**config.mk**
```make
export PLATFORM = sky130hd
export DESIGN_NAME = charger_input_limit_and_path_control
export DESIGN_NICKNAME = d
export VERILOG_FILES = /design/src/charger_pkg.sv /design/src/charger_input_limit_and_path_control.sv
export SDC_FILE = /design/constraint.sdc
export NUM_CORES = 1
export LEC_CHECK = 0
export BUFFER_PORTS_ARGS = -buffer_cell sky130_fd_sc_hd__buf_2
export CORE_UTILIZATION = 31
export CTS_CLUSTER_DIAMETER = 120
export CTS_CLUSTER_SIZE = 10
export DETAILED_ROUTE_END_ITERATION = 6
export PLACE_DENSITY = 0.52
export RECOVER_POWER = 25
export REMOVE_ABC_BUFFERS = 1
export SYNTH_ARGS = -nofsm -noshare
export SYNTH_HDL_FRONTEND = slang
export SYNTH_SLANG_ARGS = --single-unit
```
**constraint.sdc**
```tcl
create_clock -name sys_clk -period 3.6 [get_ports sys_clk]
set_clock_uncertainty 0.1 [all_clocks]
set_input_delay 1.08 -clock sys_clk [delete_from_list [all_inputs] [get_ports sys_clk]]
set_output_delay 1.08 -clock sys_clk [all_outputs]
set_load 0.005 [all_outputs]
```
**src/charger_pkg.sv**
```systemverilog
// Purpose: shared constants of the input-limit and power-path control block
// Assumes: 20 MHz system clock, currents in 100 mA codes, register data 8 bits wide
// Notes:   register offsets are byte addresses on the plain register port
package charger_pkg;
   // ----------------------------------------
   // clock and timing
   // ----------------------------------------
   localparam int unsigned CLK_HZ = 20_000_000;
   localparam int unsigned BUCK_DELAY_MS = 30;
   localparam int unsigned BUCK_DELAY_CYC = (BUCK_DELAY_MS * CLK_HZ + 999) / 1000;
   localparam int unsigned OPT_STEP_CYC = 16;
   // ----------------------------------------
   // register offsets
   // ----------------------------------------
   localparam logic [3:0] REG_EXTERNAL_LIMIT_PIN = 4'h0;
   localparam logic [3:0] REG_VLIM = 4'h1;
   localparam logic [3:0] REG_CTRL = 4'h2;
   localparam logic [3:0] REG_BUCK = 4'h3;
   localparam logic [3:0] REG_SYSMIN = 4'h4;
   localparam logic [3:0] REG_OPTLIM = 4'h5;
   localparam logic [3:0] REG_STAT = 4'h6;
   localparam logic [3:0] REG_PATH = 4'h7;
   localparam logic [3:0] REG_EFFLIM = 4'h8;
   // ----------------------------------------
   // control, buck and status register bit positions
   // ----------------------------------------
   localparam int CTRL_OPT_EN = 0;
   localparam int CTRL_FORCE = 1;
   localparam int CTRL_PIN_EN = 2;
   localparam int CTRL_HIZ = 3;
   localparam int CTRL_CHG_EN = 4;
   localparam int CTRL_BUCK_EN = 5;
   localparam int CTRL_ADC_EN = 6;
   localparam int BUCK_CUR_LSB = 0;
   localparam int BUCK_VOLT_LSB = 4;
   localparam int STAT_FLAG = 2;
   localparam int STAT_SRC_LSB = 3;
   localparam int STAT_SYSREG = 6;
   // ----------------------------------------
   // reset values and codes
   // ----------------------------------------
   localparam logic [7:0] CTRL_RESET = 8'h15;
   localparam logic [5:0] EXTERNAL_LIMIT_PIN_RESET = 6'h05;
   localparam logic [7:0] VLIM_RESET = 8'h00;
   localparam logic [5:0] OPT_MIN_CODE = 6'h05;
   localparam logic [2:0] BUCK_CUR_RESET = 3'h0;
   localparam logic [2:0] BUCK_CUR_MAX = 3'h6;
   localparam logic [3:0] BUCK_VOLT_RESET = 4'h6;
   localparam logic [3:0] SYSMIN_RESET = 4'h6;
   localparam logic [2:0] SRC_DCP = 3'h3;
   localparam logic [2:0] SRC_BUCK = 3'h7;
   localparam logic [1:0] OPT_STAT_IDLE = 2'h0;
   localparam logic [1:0] OPT_STAT_RUN = 2'h1;
   localparam logic [1:0] OPT_STAT_FOUND = 2'h2;
   typedef enum {OPT_IDLE, OPT_RUN, OPT_DONE} opt_state_t;
endpackage

```
**src/charger_input_limit_and_path_control.sv**
```systemverilog
// Purpose: input current optimiser, effective input limit, buck (OTG) qualification and power path
// Assumes: comparator inputs are asynchronous pins; source detection and limit pin code share sys_clk
// Notes:   registers live on a plain port, read data one cycle after the read strobe
// Notes on behaviour
// - optimiser enabled after reset; software clears the enable bit to disable it.
// - optimiser starts by itself on dedicated charging port detection, an OVP rise or a high impedance change.
// - setting the force bit runs the optimiser whatever source was detected.
// - optimiser limit is the effective limit when enabled, else the input limit register.
// - effective limit is also clamped to the limit pin unless its enable bit is 0.
// - optimiser adjusts its limit until done; the flag sets on any status change.
// - battery below minimum system voltage: optimiser starts from the input limit register.
// - battery above minimum system voltage: optimiser starts from 500 mA.
// - listed events rerun the optimiser and put its status back to 01.
// - buck current code 000 is 500 mA; settings stop at 2.0 A.
// - buck starts only with all entry conditions and 30 ms after enabling.
// - buck mode reports source status 111; output voltage code defaults to 5.1 V.
// - buck stays on while battery and bus stay above thresholds; ADC may go off.
// - minimum system voltage field defaults to 6.2 V and holds up the system.
// - low battery runs the switch linear; idle charging tracks battery plus 50 mV.
// - system regulation status is high while held at minimum system voltage.
// - input over current or under voltage reduces charge current.
// - input voltage and current regulation status bits show the active limit.
// - zero charge current and system below battery turns the switch on (supplement).
// - battery below depletion threshold turns the switch off, ending supplement.
// - input current is limited to the lowest of register, enabled pin and enabled optimiser.
`timescale 1ns/100ps
`default_nettype none
module charger_input_limit_and_path_control #(
   parameter int unsigned BUCK_DELAY_CYCLES = charger_pkg::BUCK_DELAY_CYC,
   parameter int unsigned OPT_STEP_CYCLES = charger_pkg::OPT_STEP_CYC
) (
   input wire logic sys_clk,
   input wire logic srst,
   input wire logic clkEn,
   input wire logic [3:0] addr,
   input wire logic [7:0] wdata,
   input wire logic wstb,
   input wire logic rstb,
   output logic [7:0] rdata,
   input wire logic srcValid,
   input wire logic [2:0] srcType,
   input wire logic [5:0] srcLimit,
   input wire logic [5:0] externalLimitPin,
   input wire logic batAboveSysMin,
   input wire logic batAboveBuck,
   input wire logic batAboveDeplete,
   input wire logic busAbovePresent,
   input wire logic busOvp,
   input wire logic inOverCurrent,
   input wire logic inUnderVoltage,
   input wire logic sysBelowBat,
   input wire logic chgCurrentZero,
   input wire logic thermInWindow,
   input wire logic chargeTerminated,
   output logic [5:0] effLimit,
   output logic chargeReduce,
   output logic buckActive,
   output logic [2:0] buckCurrentCode,
   output logic [3:0] buckVoltageCode,
   output logic [3:0] sysMinCode,
   output logic batSwitchOn,
   output logic batSwitchLinear,
   output logic sysTrackBat
);
   import charger_pkg::*;

   // ----------------------------------------
   // elaboration checks
   // ----------------------------------------
   if (OPT_STEP_CYCLES < 1 || OPT_STEP_CYCLES > 65535) begin : g_bad_step
      $error("optimiser step interval out of range");
   end
   if (BUCK_DELAY_CYCLES < 1 || BUCK_DELAY_CYCLES > 1048575) begin : g_bad_delay
      $error("buck delay out of range");
   end

   // ----------------------------------------
   // pin synchronisers
   // ----------------------------------------
   logic [10:0] pinMeta;
   logic [10:0] pinSync;
   logic sBatSysMin, sBatBuck, sBatDeplete, sBusPresent, sOvp, sOverCur, sUnderVolt;
   logic sSysBelowBat, sChgZero, sTherm, sTerm;

   // first stage feeds only the second stage
   always_ff @(posedge sys_clk) begin
      if (srst) begin
         pinMeta <= '0;
         pinSync <= '0;
      end else if (clkEn) begin
         pinMeta <= {batAboveSysMin, batAboveBuck, batAboveDeplete, busAbovePresent, busOvp,
                     inOverCurrent, inUnderVoltage, sysBelowBat, chgCurrentZero, thermInWindow,
                     chargeTerminated};
         pinSync <= pinMeta;
      end
   end
   assign {sBatSysMin, sBatBuck, sBatDeplete, sBusPresent, sOvp, sOverCur, sUnderVolt,
           sSysBelowBat, sChgZero, sTherm, sTerm} = pinSync;

   // ----------------------------------------
   // register file
   // ----------------------------------------
   logic [5:0] ilimReg;
   logic [7:0] vlimReg;
   logic [7:0] ctrlReg;
   logic [5:0] optLimit;
   logic [1:0] optStat;
   logic [1:0] optStatPrev;
   logic changeFlag;
   logic [2:0] srcStat;
   logic sysRegStatus, iinRegStatus, vinRegStatus, supplement;
   logic wrIlim, wrVlim, wrCtrl, forceSet, hizPrev, ovpPrev, rerun, autoStart, otherSrc;
   logic [5:0] ilimNew;

   assign wrIlim = wstb && addr == REG_EXTERNAL_LIMIT_PIN;
   assign wrVlim = wstb && addr == REG_VLIM;
   assign wrCtrl = wstb && addr == REG_CTRL;
   assign forceSet = wrCtrl && wdata[CTRL_FORCE];
   assign autoStart = srcValid && srcType == SRC_DCP;
   assign otherSrc = srcValid && srcType != SRC_DCP;
   // start value follows a limit that is being loaded in the same cycle
   assign ilimNew = wrIlim ? wdata[5:0] : (srcValid ? srcLimit : ilimReg);
   // any of these reruns the optimiser from its start value
   assign rerun = ctrlReg[CTRL_OPT_EN] && (autoStart || forceSet || wrIlim || wrVlim
                  || (ctrlReg[CTRL_HIZ] != hizPrev) || (sOvp && !ovpPrev));

   // writable limit registers; detection loads the input limit too
   always_ff @(posedge sys_clk) begin
      if (srst) begin
         ilimReg <= EXTERNAL_LIMIT_PIN_RESET;
         vlimReg <= VLIM_RESET;
      end else if (clkEn) begin
         if (wrIlim) begin
            ilimReg <= wdata[5:0];
         end else if (srcValid) begin
            ilimReg <= srcLimit;
         end
         if (wrVlim) begin
            vlimReg <= wdata;
         end
      end
   end

   // control bits; force run clears itself once taken
   always_ff @(posedge sys_clk) begin
      if (srst) begin
         ctrlReg <= CTRL_RESET;
         buckCurrentCode <= BUCK_CUR_RESET;
         buckVoltageCode <= BUCK_VOLT_RESET;
         sysMinCode <= SYSMIN_RESET;
         hizPrev <= 1'b0;
         ovpPrev <= 1'b0;
      end else if (clkEn) begin
         hizPrev <= ctrlReg[CTRL_HIZ];
         ovpPrev <= sOvp;
         if (wrCtrl) begin
            ctrlReg <= wdata;
            ctrlReg[CTRL_FORCE] <= 1'b0;
         end else if (srcValid) begin
            ctrlReg[CTRL_HIZ] <= 1'b0; // plug-in releases high impedance
         end
         if (wstb && addr == REG_BUCK) begin
            // codes above 2.0 A are clamped, never stored
            buckCurrentCode <= (wdata[2:0] > BUCK_CUR_MAX) ? BUCK_CUR_MAX : wdata[2:0];
            buckVoltageCode <= wdata[BUCK_VOLT_LSB +: 4];
         end
         if (wstb && addr == REG_SYSMIN) begin
            sysMinCode <= wdata[3:0];
         end
      end
   end

   // read port, data valid in the cycle after the strobe
   always_ff @(posedge sys_clk) begin
      if (srst) begin
         rdata <= 8'h00;
      end else if (clkEn) begin
         rdata <= 8'h00;
         if (rstb) begin
            case (addr)
               REG_EXTERNAL_LIMIT_PIN: rdata <= {2'h0, ilimReg};
               REG_VLIM: rdata <= vlimReg;
               REG_CTRL: rdata <= ctrlReg;
               REG_BUCK: rdata <= {buckVoltageCode, 1'b0, buckCurrentCode};
               REG_SYSMIN: rdata <= {4'h0, sysMinCode};
               REG_OPTLIM: rdata <= {2'h0, optLimit};
               REG_STAT: rdata <= {1'b0, sysRegStatus, srcStat, changeFlag, optStat};
               REG_PATH: rdata <= {3'h0, buckActive, supplement, batSwitchOn, vinRegStatus,
                                   iinRegStatus};
               REG_EFFLIM: rdata <= {2'h0, effLimit};
               default: rdata <= 8'h00;
            endcase
         end
      end
   end

   // ----------------------------------------
   // input current optimiser
   // ----------------------------------------
   opt_state_t optState;
   logic [15:0] stepCnt;
   logic stepDone;
   assign stepDone = stepCnt == 16'(OPT_STEP_CYCLES - 1);

   // walks the limit up until the input sags or the register ceiling is met
   always_ff @(posedge sys_clk) begin
      if (srst) begin
         optState <= OPT_IDLE;
         optStat <= OPT_STAT_IDLE;
         optLimit <= OPT_MIN_CODE;
         stepCnt <= 16'h0000;
      end else if (clkEn) begin
         if (!ctrlReg[CTRL_OPT_EN]) begin
            optState <= OPT_IDLE;
            optStat <= OPT_STAT_IDLE;
         end else if (rerun) begin
            optState <= OPT_RUN;
            optStat <= OPT_STAT_RUN;
            optLimit <= sBatSysMin ? OPT_MIN_CODE : ilimNew;
            stepCnt <= 16'h0000;
         end else if (otherSrc) begin
            optState <= OPT_IDLE; // other adapters stop it; one that releases high impedance reruns it a cycle later
            optStat <= OPT_STAT_IDLE;
         end else begin
            case (optState)
               OPT_RUN: begin
                  stepCnt <= stepDone ? 16'h0000 : stepCnt + 16'h0001;
                  if (stepDone) begin
                     if (sUnderVolt) begin
                        // back off one step so the adapter leaves voltage regulation
                        if (optLimit > OPT_MIN_CODE) begin
                           optLimit <= optLimit - 6'h01;
                        end
                        optState <= OPT_DONE;
                        optStat <= OPT_STAT_FOUND;
                     end else if (optLimit >= ilimReg) begin
                        optState <= OPT_DONE;
                        optStat <= OPT_STAT_FOUND;
                     end else begin
                        optLimit <= optLimit + 6'h01;
                     end
                  end
               end
               OPT_DONE: optState <= OPT_DONE; // limit frozen until a rerun
               OPT_IDLE: optState <= OPT_IDLE;
               default: optState <= OPT_IDLE;
            endcase
         end
      end
   end

   // change flag: a new change beats a clearing read in the same cycle
   always_ff @(posedge sys_clk) begin
      if (srst) begin
         optStatPrev <= OPT_STAT_IDLE;
         changeFlag <= 1'b0;
      end else if (clkEn) begin
         optStatPrev <= optStat;
         if (optStat != optStatPrev) begin
            changeFlag <= 1'b1;
         end else if (rstb && addr == REG_STAT) begin
            changeFlag <= 1'b0;
         end
      end
   end

   // ----------------------------------------
   // effective input current limit
   // ----------------------------------------
   logic [5:0] next_effLimit;

   // lowest of register, enabled pin and enabled optimiser
   always_comb begin
      next_effLimit = ctrlReg[CTRL_OPT_EN] ? optLimit : ilimReg;
      if (ilimReg < next_effLimit) begin
         next_effLimit = ilimReg;
      end
      if (ctrlReg[CTRL_PIN_EN] && externalLimitPin < next_effLimit) begin
         next_effLimit = externalLimitPin;
      end
   end

   always_ff @(posedge sys_clk) begin
      if (srst) begin
         effLimit <= EXTERNAL_LIMIT_PIN_RESET;
      end else if (clkEn) begin
         effLimit <= next_effLimit;
      end
   end

   // ----------------------------------------
   // buck (OTG) mode
   // ----------------------------------------
   logic [19:0] buckTimer;
   logic buckReq, buckTimerDone, busSeen;
   assign buckReq = ctrlReg[CTRL_BUCK_EN] && !ctrlReg[CTRL_CHG_EN];
   assign buckTimerDone = buckTimer == 20'(BUCK_DELAY_CYCLES);

   // entry delay restarts whenever the request drops
   always_ff @(posedge sys_clk) begin
      if (srst) begin
         buckTimer <= 20'h00000;
      end else if (clkEn) begin
         if (!buckReq) begin
            buckTimer <= 20'h00000;
         end else if (!buckTimerDone) begin
            buckTimer <= buckTimer + 20'h00001;
         end
      end
   end

   // bus check only bites once our own output has come up
   always_ff @(posedge sys_clk) begin
      if (srst) begin
         buckActive <= 1'b0;
         busSeen <= 1'b0;
      end else if (clkEn) begin
         if (!buckActive) begin
            busSeen <= 1'b0;
            buckActive <= buckReq && buckTimerDone && sBatBuck && !sBusPresent
                          && ctrlReg[CTRL_ADC_EN] && sTherm;
         end else begin
            busSeen <= busSeen || sBusPresent;
            if (!buckReq || !sBatBuck || (busSeen && !sBusPresent)) begin
               buckActive <= 1'b0;
            end
         end
      end
   end

   // source status follows detection, overridden in buck mode
   always_ff @(posedge sys_clk) begin
      if (srst) begin
         srcStat <= 3'h0;
      end else if (clkEn) begin
         if (buckActive) begin
            srcStat <= SRC_BUCK;
         end else if (srcValid) begin
            srcStat <= srcType;
         end else if (srcStat == SRC_BUCK) begin
            srcStat <= 3'h0;
         end
      end
   end

   // ----------------------------------------
   // power path and dynamic power management
   // ----------------------------------------
   // status and switch mode follow the synchronised comparators
   always_ff @(posedge sys_clk) begin
      if (srst) begin
         sysRegStatus <= 1'b0;
         batSwitchLinear <= 1'b0;
         sysTrackBat <= 1'b0;
         iinRegStatus <= 1'b0;
         vinRegStatus <= 1'b0;
         chargeReduce <= 1'b0;
      end else if (clkEn) begin
         sysRegStatus <= !sBatSysMin && !buckActive;
         batSwitchLinear <= !sBatSysMin && !supplement;
         sysTrackBat <= sBatSysMin && (!ctrlReg[CTRL_CHG_EN] || sTerm);
         iinRegStatus <= sOverCur && !buckActive;
         vinRegStatus <= sUnderVolt && !buckActive;
         chargeReduce <= (sOverCur || sUnderVolt) && !buckActive;
      end
   end

   // supplement: battery helps once charge current is gone and system sags
   always_ff @(posedge sys_clk) begin
      if (srst) begin
         supplement <= 1'b0;
         batSwitchOn <= 1'b0;
      end else if (clkEn) begin
         if (!sBatDeplete) begin
            supplement <= 1'b0;
            batSwitchOn <= 1'b0;
         end else begin
            if (sChgZero && sSysBelowBat) begin
               supplement <= 1'b1;
            end else if (!sSysBelowBat) begin
               supplement <= 1'b0;
            end
            batSwitchOn <= (sChgZero && sSysBelowBat) || buckActive
                           || (sBatSysMin && ctrlReg[CTRL_CHG_EN] && !sTerm);
         end
      end
   end
endmodule
`default_nettype wire

```
=== Word level (Yosys, flattened, before mapping) ===
Cells that the tools add are included.

* $add $sub $neg: 4
* $lt $le $gt $ge: 5
* Eq/ne operators: 27
* Mux-type cells: 50
* Reduce and logical (&&, ||, !) cells: 68

{| class="wikitable"
|+ Operators with widths
! cell !! number
|-
| $mux W32 || 6
|-
| $mux W6 || 13
|-
| $pmux W8 S9 || 1
|-
| $mux W16 || 4
|-
| $pmux W32 S2 || 1
|-
| $mux W20 || 2
|-
| $eq A32 B1 Y1 const B || 1
|-
| $eq A32 B2 Y1 const B || 1
|-
| $logic_and A1 B1 Y1 || 28
|-
| $add A20 B1 Y20 const B || 1
|-
| $eq A20 B20 Y1 const B || 1
|-
| $reduce_and A2 Y1 || 9
|-
| $add A16 B1 Y16 const B || 1
|-
| $eq A16 B4 Y1 const B || 1
|-
| $eq A4 B3 Y1 const B || 4
|-
| $mux W2 || 7
|-
| $logic_or A1 B1 Y1 || 12
|-
| $lt A6 B6 Y1 || 2
|-
| $mux W3 || 4
|-
| $mux W1 || 11
|-
| $logic_not A1 Y1 || 9
|-
| $eq A4 B2 Y1 const B || 2
|-
| $mux W8 || 1
|-
| $ne A4 B1 Y1 const B || 2
|-
| other kinds (24) || 30
|}

* Register bits: 162
* Bits of input ports: 44
* Output and inout port bits: 30
* Logic and storage cells: 185

=== Depth between registers and ports, before layout ===
Gate-level depths: netlist of the first run.

* Word-level depth: 11
* Gate-level depth with buffers: 19
* Depth with buffers taken out: 17

=== Least setup slack after synthesis of the first run ===
OpenSTA, ideal clock, no wires.

* Kind: register to register
* Start point: register ctrlReg[0]
* End point: register effLimit[1]
* Library setup time: 122 ps
* Data arrival time: 3,490 ps
* Required time: 3,378 ps
* Setup slack: -112 ps
* Stages on the path, launching flop included: 18
* Buffers on the path: 2
* Period minus slack after synthesis: 3,712 ps
* Cell sequence: dfxtp_1 clkbuf_1 nand2_1 o21ai_0 inv_1 ha_1 a21o_1 a221oi_1 nand2_1 mux2i_1 ha_1 a21oi_1 o2111ai_1 nor4b_1 mux2_2 nor2_1 buf_2 o311a_1

* Word-level cells in the longest chain between the ends: 6

{| class="wikitable"
|+ RTL lines
! item !! RTL line !! source
|-
| from (decl) || charger_input_limit_and_path_control.sv:105 || <nowiki>logic [7:0] ctrlReg;</nowiki>
|-
| from (signal assigned) || charger_input_limit_and_path_control.sv:157 || <nowiki>ctrlReg <= wdata;</nowiki>
|-
| $mux W6 * || charger_input_limit_and_path_control.sv:274 || <nowiki>next_effLimit = ctrlReg[CTRL_OPT_EN] ? optLimit : ilimReg;</nowiki>
|-
| $lt A6 B6 Y1 || charger_input_limit_and_path_control.sv:275 || <nowiki>if (ilimReg < next_effLimit) begin</nowiki>
|-
| $mux W6 * || charger_input_limit_and_path_control.sv:275 ||
|-
| $lt A6 B6 Y1 || charger_input_limit_and_path_control.sv:278 || <nowiki>if (ctrlReg[CTRL_PIN_EN] && externalLimitPin < next_effLimit) begin</nowiki>
|-
| $logic_and A1 B1 Y1 || charger_input_limit_and_path_control.sv:278 ||
|-
| $mux W6 * || charger_input_limit_and_path_control.sv:278 ||
|-
| to (signal assigned) || charger_input_limit_and_path_control.sv:287 || <nowiki>effLimit <= next_effLimit;</nowiki>
|-
| to (decl) || charger_input_limit_and_path_control.sv:55 || <nowiki>output logic [5:0] effLimit,</nowiki>
|}

Mark *: on every way between the ends. The rest lies on a longest branch, timed or not.
A chain may end at the register's enable or synchronous reset.

=== Final worst setup path of the first run ===
* Start point: register ctrlReg[0]
* End point: register effLimit[0]

Same word-level chain as after synthesis.

==> results of run 1 <==
-- area by class of cell --
| cell class | count | area [sq um] | share of cell area [%] |
|---|---|---|---|
| multi-input cells | 593 | 4070 | 47.4 |
| flip-flops and latches | 132 | 2650 | 30.9 |
| repair buffers | 130 | 795 | 9.27 |
| clock buffers | 19 | 453 | 5.29 |
| well taps | 275 | 344 | 4.02 |
| clock inverters | 12 | 131 | 1.53 |
| inverters | 35 | 131 | 1.53 |
| diodes | 1 | 2.50 | 0.0292 |
-- cells by family (layout without fill, tap and decap cells) --
family          after synthesis  count (layout)
compound gates              170             170
xor+xnor                     34              34
fa+ha+maj                    25              25
buf+inv                      80             196
flops                       132             132
mux                          61              61
other cells                   0               1
simple gates                303             303
-- critical path, stage by stage, from the launching register on --
cell	delay [ns]
dfxtp_4	0.37
buf_6	0.13
o21ai_4	0.12
inv_2	0.06
ha_4	0.27
and3_4	0.20
buf_6	0.10
o2111ai_4	0.11
nand2_2	0.12
mux2i_2	0.28
ha_1	0.29
a21oi_2	0.21
o2111ai_4	0.15
nor4b_2	0.23
mux2_4	0.18
nor2_2	0.04
buf_6	0.13
and2_4	0.16
o31ai_4	0.20
-- layout by cell type, fill, tap and decap left out, drive strengths merged, types with 4 or more instances in the layout --
master	instances
or3	10
mux4	5
clkinv	5
xnor2	14
a221oi	8
and3	9
nand3	40
clkbuf	27
nor2	120
inv	36
a21oi	51
nand2	64
o22ai	7
nor2b	8
a211o	6
a31oi	4
a211oi	7
o311a	5
nand4	9
nor4	8
a22oi	12
o21ai	36
nor3	12
buf	122
clkinvlp	4
a21o	4
dfxtp	132
xor2	20
a32oi	4
mux2i	50
a2111oi	4
mux2	6
ha	24
-- flip-flops by register name (all words and copies together), names as in the netlist, 2 cells and up --
| name | flops |
|---|---|
| buckTimer | 20 |
| stepCnt | 16 |
| pinMeta | 11 |
| pinSync | 11 |
| rdata | 8 |
| vlimReg | 8 |
| ctrlReg | 7 |
| effLimit | 6 |
| ilimReg | 6 |
| optLimit | 6 |
| buckVoltageCode | 4 |
| sysMinCode | 4 |
| buckCurrentCode | 3 |
| srcStat | 3 |
| optStatPrev | 2 |
| optStat | 2 |
| optState | 2 |
-- timing repair --
action                                  CTS  global route
gates cloned                              0             1
pin swaps                                 2            14
resized for setup                        14            34
setup buffers                             0             6
endpoints found under the setup margin    6             6
-- Yosys cell counts, types with 4 or more instances --
| cell | instances |
|---|---|
| mux2i_1 | 50 |
| nor3_1 | 11 |
| buf_2 | 8 |
| nand4_1 | 8 |
| and3_1 | 9 |
| a211oi_1 | 7 |
| nor2_1 | 120 |
| mux2_2 | 5 |
| o21ai_0 | 35 |
| nand3_1 | 39 |
| a21oi_1 | 51 |
| clkbuf_1 | 32 |
| nor2b_1 | 8 |
| ha_1 | 24 |
| o311a_1 | 5 |
| a32oi_1 | 4 |
| inv_1 | 34 |
| nand2_1 | 64 |
| a31oi_1 | 4 |
| nor4_1 | 7 |
| or3_1 | 10 |
| a22oi_1 | 12 |
| xnor2_1 | 14 |
| xor2_1 | 20 |
| a21o_1 | 4 |
| a211o_1 | 6 |
| o22ai_1 | 7 |
| a221oi_1 | 8 |
| dfxtp_1 | 132 |
| mux4_2 | 5 |
-- metrics by stage --
| step | setup WS [ns] | cell area, sq um |
|---|---|---|
| after floorplan | -0.137 | 6640 |
| after global placement | -0.116 | 7730 |
| after detailed placement | -0.191 | 7730 |
| after CTS | 0.00641 | 8360 |
| after global routing | -0.101 | 8570 |
| final | 0.0607 | 8570 |
-- power by group through the flow --
stage	sequential [mW]	combinational, mW	clock, mW
final	1.53	0.495	1.73
after CTS	1.53	0.442	1.76
after global placement	1.56	0.427	0
after global routing	1.53	0.540	1.83
after floorplan	1.55	0.214	0
after detailed placement	1.56	0.429	0
-- how the worst min path moves through the flow --
| stage | to | slack (ns) | from |
|---|---|---|---|
| 2_1_floorplan | optState[1]$_SDFFE_PP0P_ | 0.33 | optState[1]$_SDFFE_PP0P_ |
| 3_5_place_dp | vlimReg[6]$_SDFFE_PP0P_ | 0.35 | vlimReg[6]$_SDFFE_PP0P_ |
| 4_1_cts | vlimReg[6]$_SDFFE_PP0P_ | 0.36 | vlimReg[6]$_SDFFE_PP0P_ |
| 6_report | optState[1]$_SDFFE_PP0P_ | 0.35 | optState[1]$_SDFFE_PP0P_ |
| 3_3_place_gp | vlimReg[6]$_SDFFE_PP0P_ | 0.34 | vlimReg[6]$_SDFFE_PP0P_ |
| 5_1_grt | ctrlReg[7]$_SDFFE_PP0P_ | 0.37 | ctrlReg[7]$_SDFFE_PP0P_ |
-- metal layers --
metal | share of wire (%) | track usage (%)
met1 | 47 | 24.4
met2 | 46 | 29.3
met3 | 5.1 | 4.76
met4 | 1.9 | 7.07
met5 | 0 | 0
==> results.sh, run 1 <==
export IMPL_grt_max_degree=50
export IMPL_power_per_cell_area_nw_per_um2=438
export IMPL_start_util_pct=32.1
export IMPL_crit_arrival_ns=3.78
export IMPL_synth_edf_count=0
export IMPL_fillers=2173
export IMPL_core_rowCount=53
export IMPL_drv_cap=1
export IMPL_holdCritPathClass="reg2reg"
export IMPL_synth_mux_area_share_pct=9.96
export IMPL_synthAdderAreaFrac_pct=4.69
export IMPL_clk_pin_slew_ns=0.06
export IMPL_setup_violations=0
export IMPL_p_int_mw=2.77
export IMPL_finalPower_mw=3.76
export IMPL_core_area_sq_um=21300
export IMPL_syn2layout_area_growth_pct=25.4
export IMPL_synth_compound_area_share_pct=16.5
export IMPL_vias_per_cell=5.20
export IMPL_cts_tree="done"
export IMPL_layout_drive_gt1_share_pct=21.8
export IMPL_synth_area_sq_um=6830
export IMPL_timing_fmax_mhz=283
export IMPL_antenna_found_initial=1
export IMPL_synth_top_family_by_area="simple AND/OR/NAND/NOR gates"
export IMPL_leakage_nw=3.35
export IMPL_ys_ff_latch=132
export IMPL_synth_seq_area_share_pct=38.7
export IMPL_drtIter0Drc=364
export IMPL_clock_latency_ns=0.43
export IMPL_path_max_fanout=6
export IMPL_relSlewSlack_pct=-2.79
export IMPL_hpwl_um=14900
export IMPL_net_switching_power_uw=989
export IMPL_root_buffer="clkbuf_16"
export IMPL_synth_distinct_cells=71
export IMPL_status="complete, but fails checks"
export IMPL_r2r_start="ctrlReg[0]$_SDFFE_PP1P_"
export IMPL_die_area_sq_um=22600
export IMPL_period_share_pct=98.3
export IMPL_die_y_um=150
export IMPL_track_usage_pct=18.7
export IMPL_grt_pass1_vias=5711
export IMPL_first_pass_iters=4
export IMPL_stdcell_count=1197
export IMPL_required_ns=3.84
export IMPL_r2r_end="effLimit[0]$_SDFFE_PP1P_"
export IMPL_tightest_slew_ns=1.54
export IMPL_ant_nets=0
export IMPL_nets=978
export IMPL_placed_cells=1158
export IMPL_drc_errors=0
export IMPL_cts_buffer_depth=2
export IMPL_comb_power_share_pct=13.2
export IMPL_wl_per_cell_um=17.4
export IMPL_async_flop_share_pct=0
export IMPL_pwr_share_seq_pct=40.7
export IMPL_cts_sinks=132
export IMPL_hold_violations=0
export IMPL_synth_top_area_share_pct=38.7
export IMPL_grt_pass1_wl_um=32000
export IMPL_ir_worst_vdd_mv=0.194
export IMPL_rr_worst_depth=18
export IMPL_drt_total_wl_um=20800
export IMPL_ios=74
export IMPL_synth_xor_area_share_pct=4.36
export IMPL_place_gp_congestion=0.878
export IMPL_yosys_area_share_simple_pct=21.1
export IMPL_fin_hold_ws_ns=0.353
export IMPL_startpoint="ctrlReg[0]$_SDFFE_PP1P_"
export IMPL_post_route_util_pct=40.3
export IMPL_cts_buffers=17
export IMPL_cts_max_level=4
export IMPL_synth_area_top_cells="dfxtp_1 (39%), mux2i_1 (7.3%), nor2_1 (6.6%)"
export IMPL_syn_instance_count=805
export IMPL_numPortBuffers=73
export IMPL_ff2ff_setup_slack_ns=0.06
export IMPL_yosysWarnings=0
export IMPL_holdPathStages=2
export IMPL_endpoint="effLimit[0]$_SDFFE_PP1P_"
export IMPL_syn_avg_cell_area_sq_um=8.49
export IMPL_cts_hold_buf=0
export IMPL_finalSetupTns_ns=0
export IMPL_start_kind="flop"
export IMPL_vias=6226
export IMPL_swShare_pct=26.3
export IMPL_synthFlopType="dfxtp_1"
export IMPL_die_w_um=150
export IMPL_critPathKind="reg2reg"
export IMPL_min_period_ns=3.54
export IMPL_synth_top_cell_by_area="dfxtp_1"
export IMPL_critPathCaptureType="flop"
export IMPL_violations="max-capacitance violations, max-slew violations"
export IMPL_report_final_slew_viol_count=34
export IMPL_grt_overflow=0
export IMPL_rsz0062_at_grt="yes"
export IMPL_clkPwrFrac_pct=46.1
Note: power is estimated with default switching activity, not from simulation.
==> run 2: changes to the inputs <==
--- a/config.mk
+++ b/config.mk
@@ -10,7 +10,7 @@
 export CTS_CLUSTER_DIAMETER = 120
 export CTS_CLUSTER_SIZE = 10
 export DETAILED_ROUTE_END_ITERATION = 6
-export PLACE_DENSITY = 0.52
+export PLACE_DENSITY = 0.51
 export RECOVER_POWER = 25
 export REMOVE_ABC_BUFFERS = 1
 export SYNTH_ARGS = -nofsm -noshare
==> constraint.sdc (replaced) <==
create_clock -name sys_clk -period 4.5 [get_ports sys_clk]
set_clock_uncertainty 0.1 [all_clocks]
set_input_delay 1.35 -clock sys_clk [delete_from_list [all_inputs] [get_ports sys_clk]]
set_output_delay 1.35 -clock sys_clk [all_outputs]
set_load 0.005 [all_outputs]
==> run 2 against run 1 <==
Net effect:
- the flow still finishes with violations (max-capacitance violations, max-slew violations)
- fmax shrank 14%
- first-iteration DRC count grew 20%
- non-clock buffer count shrank 43
- combinational power shrank 39%
- cell area shrank 6.3%
- critical path depth shrank 2
- power shrank 22%
- setup slack gained 0.34 ns
- via count shrank 4.0%
- flip-flop and latch count is the same
- largest cell class unchanged
==> results.sh, run 2 (synthesized netlist as in run 1, its figures left out) <==
export IMPL_min_period_ns=4.10
export IMPL_fin_ws_ns=0.398
export IMPL_layout_drive_gt1_share_pct=14.6
export IMPL_die_w_um=150
export IMPL_ant_nets=0
export IMPL_min_from="optState[1]$_SDFFE_PP0P_"
export IMPL_cts_max_level=4
export IMPL_drv_cap=3
export IMPL_cts_buffer_depth=2
export IMPL_place_gp_congestion=0.859
export IMPL_pre_cts_ws_ns=0.270
export IMPL_wl_per_cell_um=17.0
export IMPL_core_rowCount=53
export IMPL_crit_arrival_ns=4.32
export IMPL_report_final_slew_viol_count=60
export IMPL_relSlewSlack_pct=-15.3
export IMPL_drtIter0Drc=437
export IMPL_num_antenna_cells=0
export IMPL_multi_input_area_sq_um=3870
export IMPL_required_ns=4.71
export IMPL_drt_total_wl_um=19600
export IMPL_final_common_cell="dfxtp_1"
export IMPL_core_area_sq_um=21300
export IMPL_hpwl_um=14200
export IMPL_clock_latency_ns=0.43
export IMPL_post_route_util_pct=37.7
export IMPL_clk_pin_slew_ns=0.06
export IMPL_antenna_found_initial=0
export IMPL_period_share_pct=91.2
export IMPL_cts_sinks=132
export IMPL_hold_violations=0
export IMPL_ff2ff_setup_slack_ns=0.40
export IMPL_top_register="buckTimer"
export IMPL_fin_hold_ws_ns=0.351
export IMPL_start_util_pct=32.1
export IMPL_root_buffer="clkbuf_16"
export IMPL_die_area_sq_um=22600
export IMPL_reg_largest_list="buckTimer (20), stepCnt (16)"
export IMPL_grt_overflow=0
export IMPL_holdCritPathClass="reg2reg"
export IMPL_largest_reg_flops=20
export IMPL_holdPathStages=2
export IMPL_start_kind="flop"
export IMPL_status="complete, but fails checks"
export IMPL_ir_worst_vdd_mv=0.186
export IMPL_min_to="optState[1]$_SDFFE_PP0P_"
export IMPL_fillers=2208
export IMPL_critPathCaptureType="flop"
export IMPL_grt_max_degree=51
export IMPL_violations="max-capacitance violations, max-slew violations"
export IMPL_ios=74
export IMPL_vias_per_cell=5.18
export IMPL_path_max_fanout=12
export IMPL_tightest_slew_ns=1.73
export IMPL_grt_pass1_wl_um=31600
export IMPL_die_y_um=150
export IMPL_finalSetupTns_ns=0
export IMPL_drc_errors=0
export IMPL_nets=935
export IMPL_setup_violations=0
export IMPL_r2r_start="ilimReg[3]$_SDFFE_PP0P_"
export IMPL_r2r_end="effLimit[3]$_SDFFE_PP0P_"
export IMPL_numPortBuffers=73
export IMPL_critPathKind="reg2reg"
export IMPL_first_pass_iters=5
export IMPL_rr_worst_depth=16
export IMPL_timing_fmax_mhz=244
export IMPL_vias=5978
export IMPL_final_cell_mix="dfxtp_1 (132), nor2_1 (119), nand2_1 (64)"
export IMPL_leakage_nw=3.11
export IMPL_cts_tree="done"
export IMPL_rsz0062_at_grt="no"
export IMPL_cts_buffers=17
export IMPL_grt_pass1_vias=5583
export IMPL_ff_latch_area_sq_um=2640
export IMPL_syn2layout_area_growth_pct=17.5
export IMPL_track_usage_pct=18.4
export IMPL_power_per_cell_area_nw_per_um2=363
run 2: repair_timing:
item | 4_1_cts | 5_1_grt
buffers inserted | 0 | 0
gates resized for setup | 0 | 1
endpoints found under the setup margin | 0 | 6
hold buffers | 0 | 0
hold endpoints to repair | 0 | 0
run 2: layer usage:
metal  up-vias  track usage [%]  routed length, um
met4         0             7.98                465
met3        24             3.27                938
li1       3022                -                  -
met5         -                0                  0
met2       144             28.2               8770
met1      2788             25.1               9470
run 2: worst max-delay path by stage:
| stage | start | to | slack [ns] | cells after the start |
|---|---|---|---|---|
| 2_1_floorplan | ctrlReg[0]$_SDFFE_PP1P_ | effLimit[2]$_SDFFE_PP1P_ | 0.76 | 16 |
| 3_3_place_gp | ilimReg[3]$_SDFFE_PP0P_ | effLimit[2]$_SDFFE_PP1P_ | 0.34 | 16 |
| 3_5_place_dp | ilimReg[3]$_SDFFE_PP0P_ | effLimit[2]$_SDFFE_PP1P_ | 0.27 | 16 |
| 4_1_cts | ilimReg[3]$_SDFFE_PP0P_ | effLimit[2]$_SDFFE_PP1P_ | 0.23 | 16 |
| 5_1_grt | ilimReg[4]$_SDFFE_PP0P_ | effLimit[3]$_SDFFE_PP0P_ | 0.1 | 16 |
| 6_report | ilimReg[3]$_SDFFE_PP0P_ | effLimit[3]$_SDFFE_PP0P_ | 0.40 | 16 |
run 2: critical path, stage by stage, from the launching register on:
cell       delay (ns)
dfxtp_1          0.43
inv_1            0.11
o21ai_0          0.30
inv_1            0.09
ha_1             0.27
and3_1           0.18
a221oi_1         0.31
nand2_1          0.26
mux2i_1          0.20
ha_1             0.33
a21oi_1          0.06
o2111ai_1        0.28
nor4b_1          0.09
mux2_2           0.27
nor2_2           0.36
nand3_1          0.14
o311a_1          0.21
run 2: where the power goes:
part	switching (mW)	leakage, nW	internal, mW	total, mW
Sequential	0.0318	1.07	1.20	1.23
Clock	0.575	0.284	0.805	1.38
Combinational	0.184	1.76	0.120	0.303
run 2: per-stage QoR:
stage | cells | instance area [sq um] | power [mW]
floorplan | 760 | 6640 | 1.42
global placement | 1122 | 7460 | 1.56
detailed placement | 1122 | 7460 | 1.56
CTS | 1154 | 8050 | 2.95
global route | 1154 | 8030 | 3.03
finish | 1154 | 8030 | 2.91
run 2: cell type report:
class                           instances  area share (%)
Inverter                               35            1.64
Timing Repair Buffer                   87            5.61
Clock inverter                         13            1.68
Multi-Input combinational cell        593            48.2
Sequential cell                       132            32.9
Clock buffer                           19            5.64
Tap cell                              275            4.29
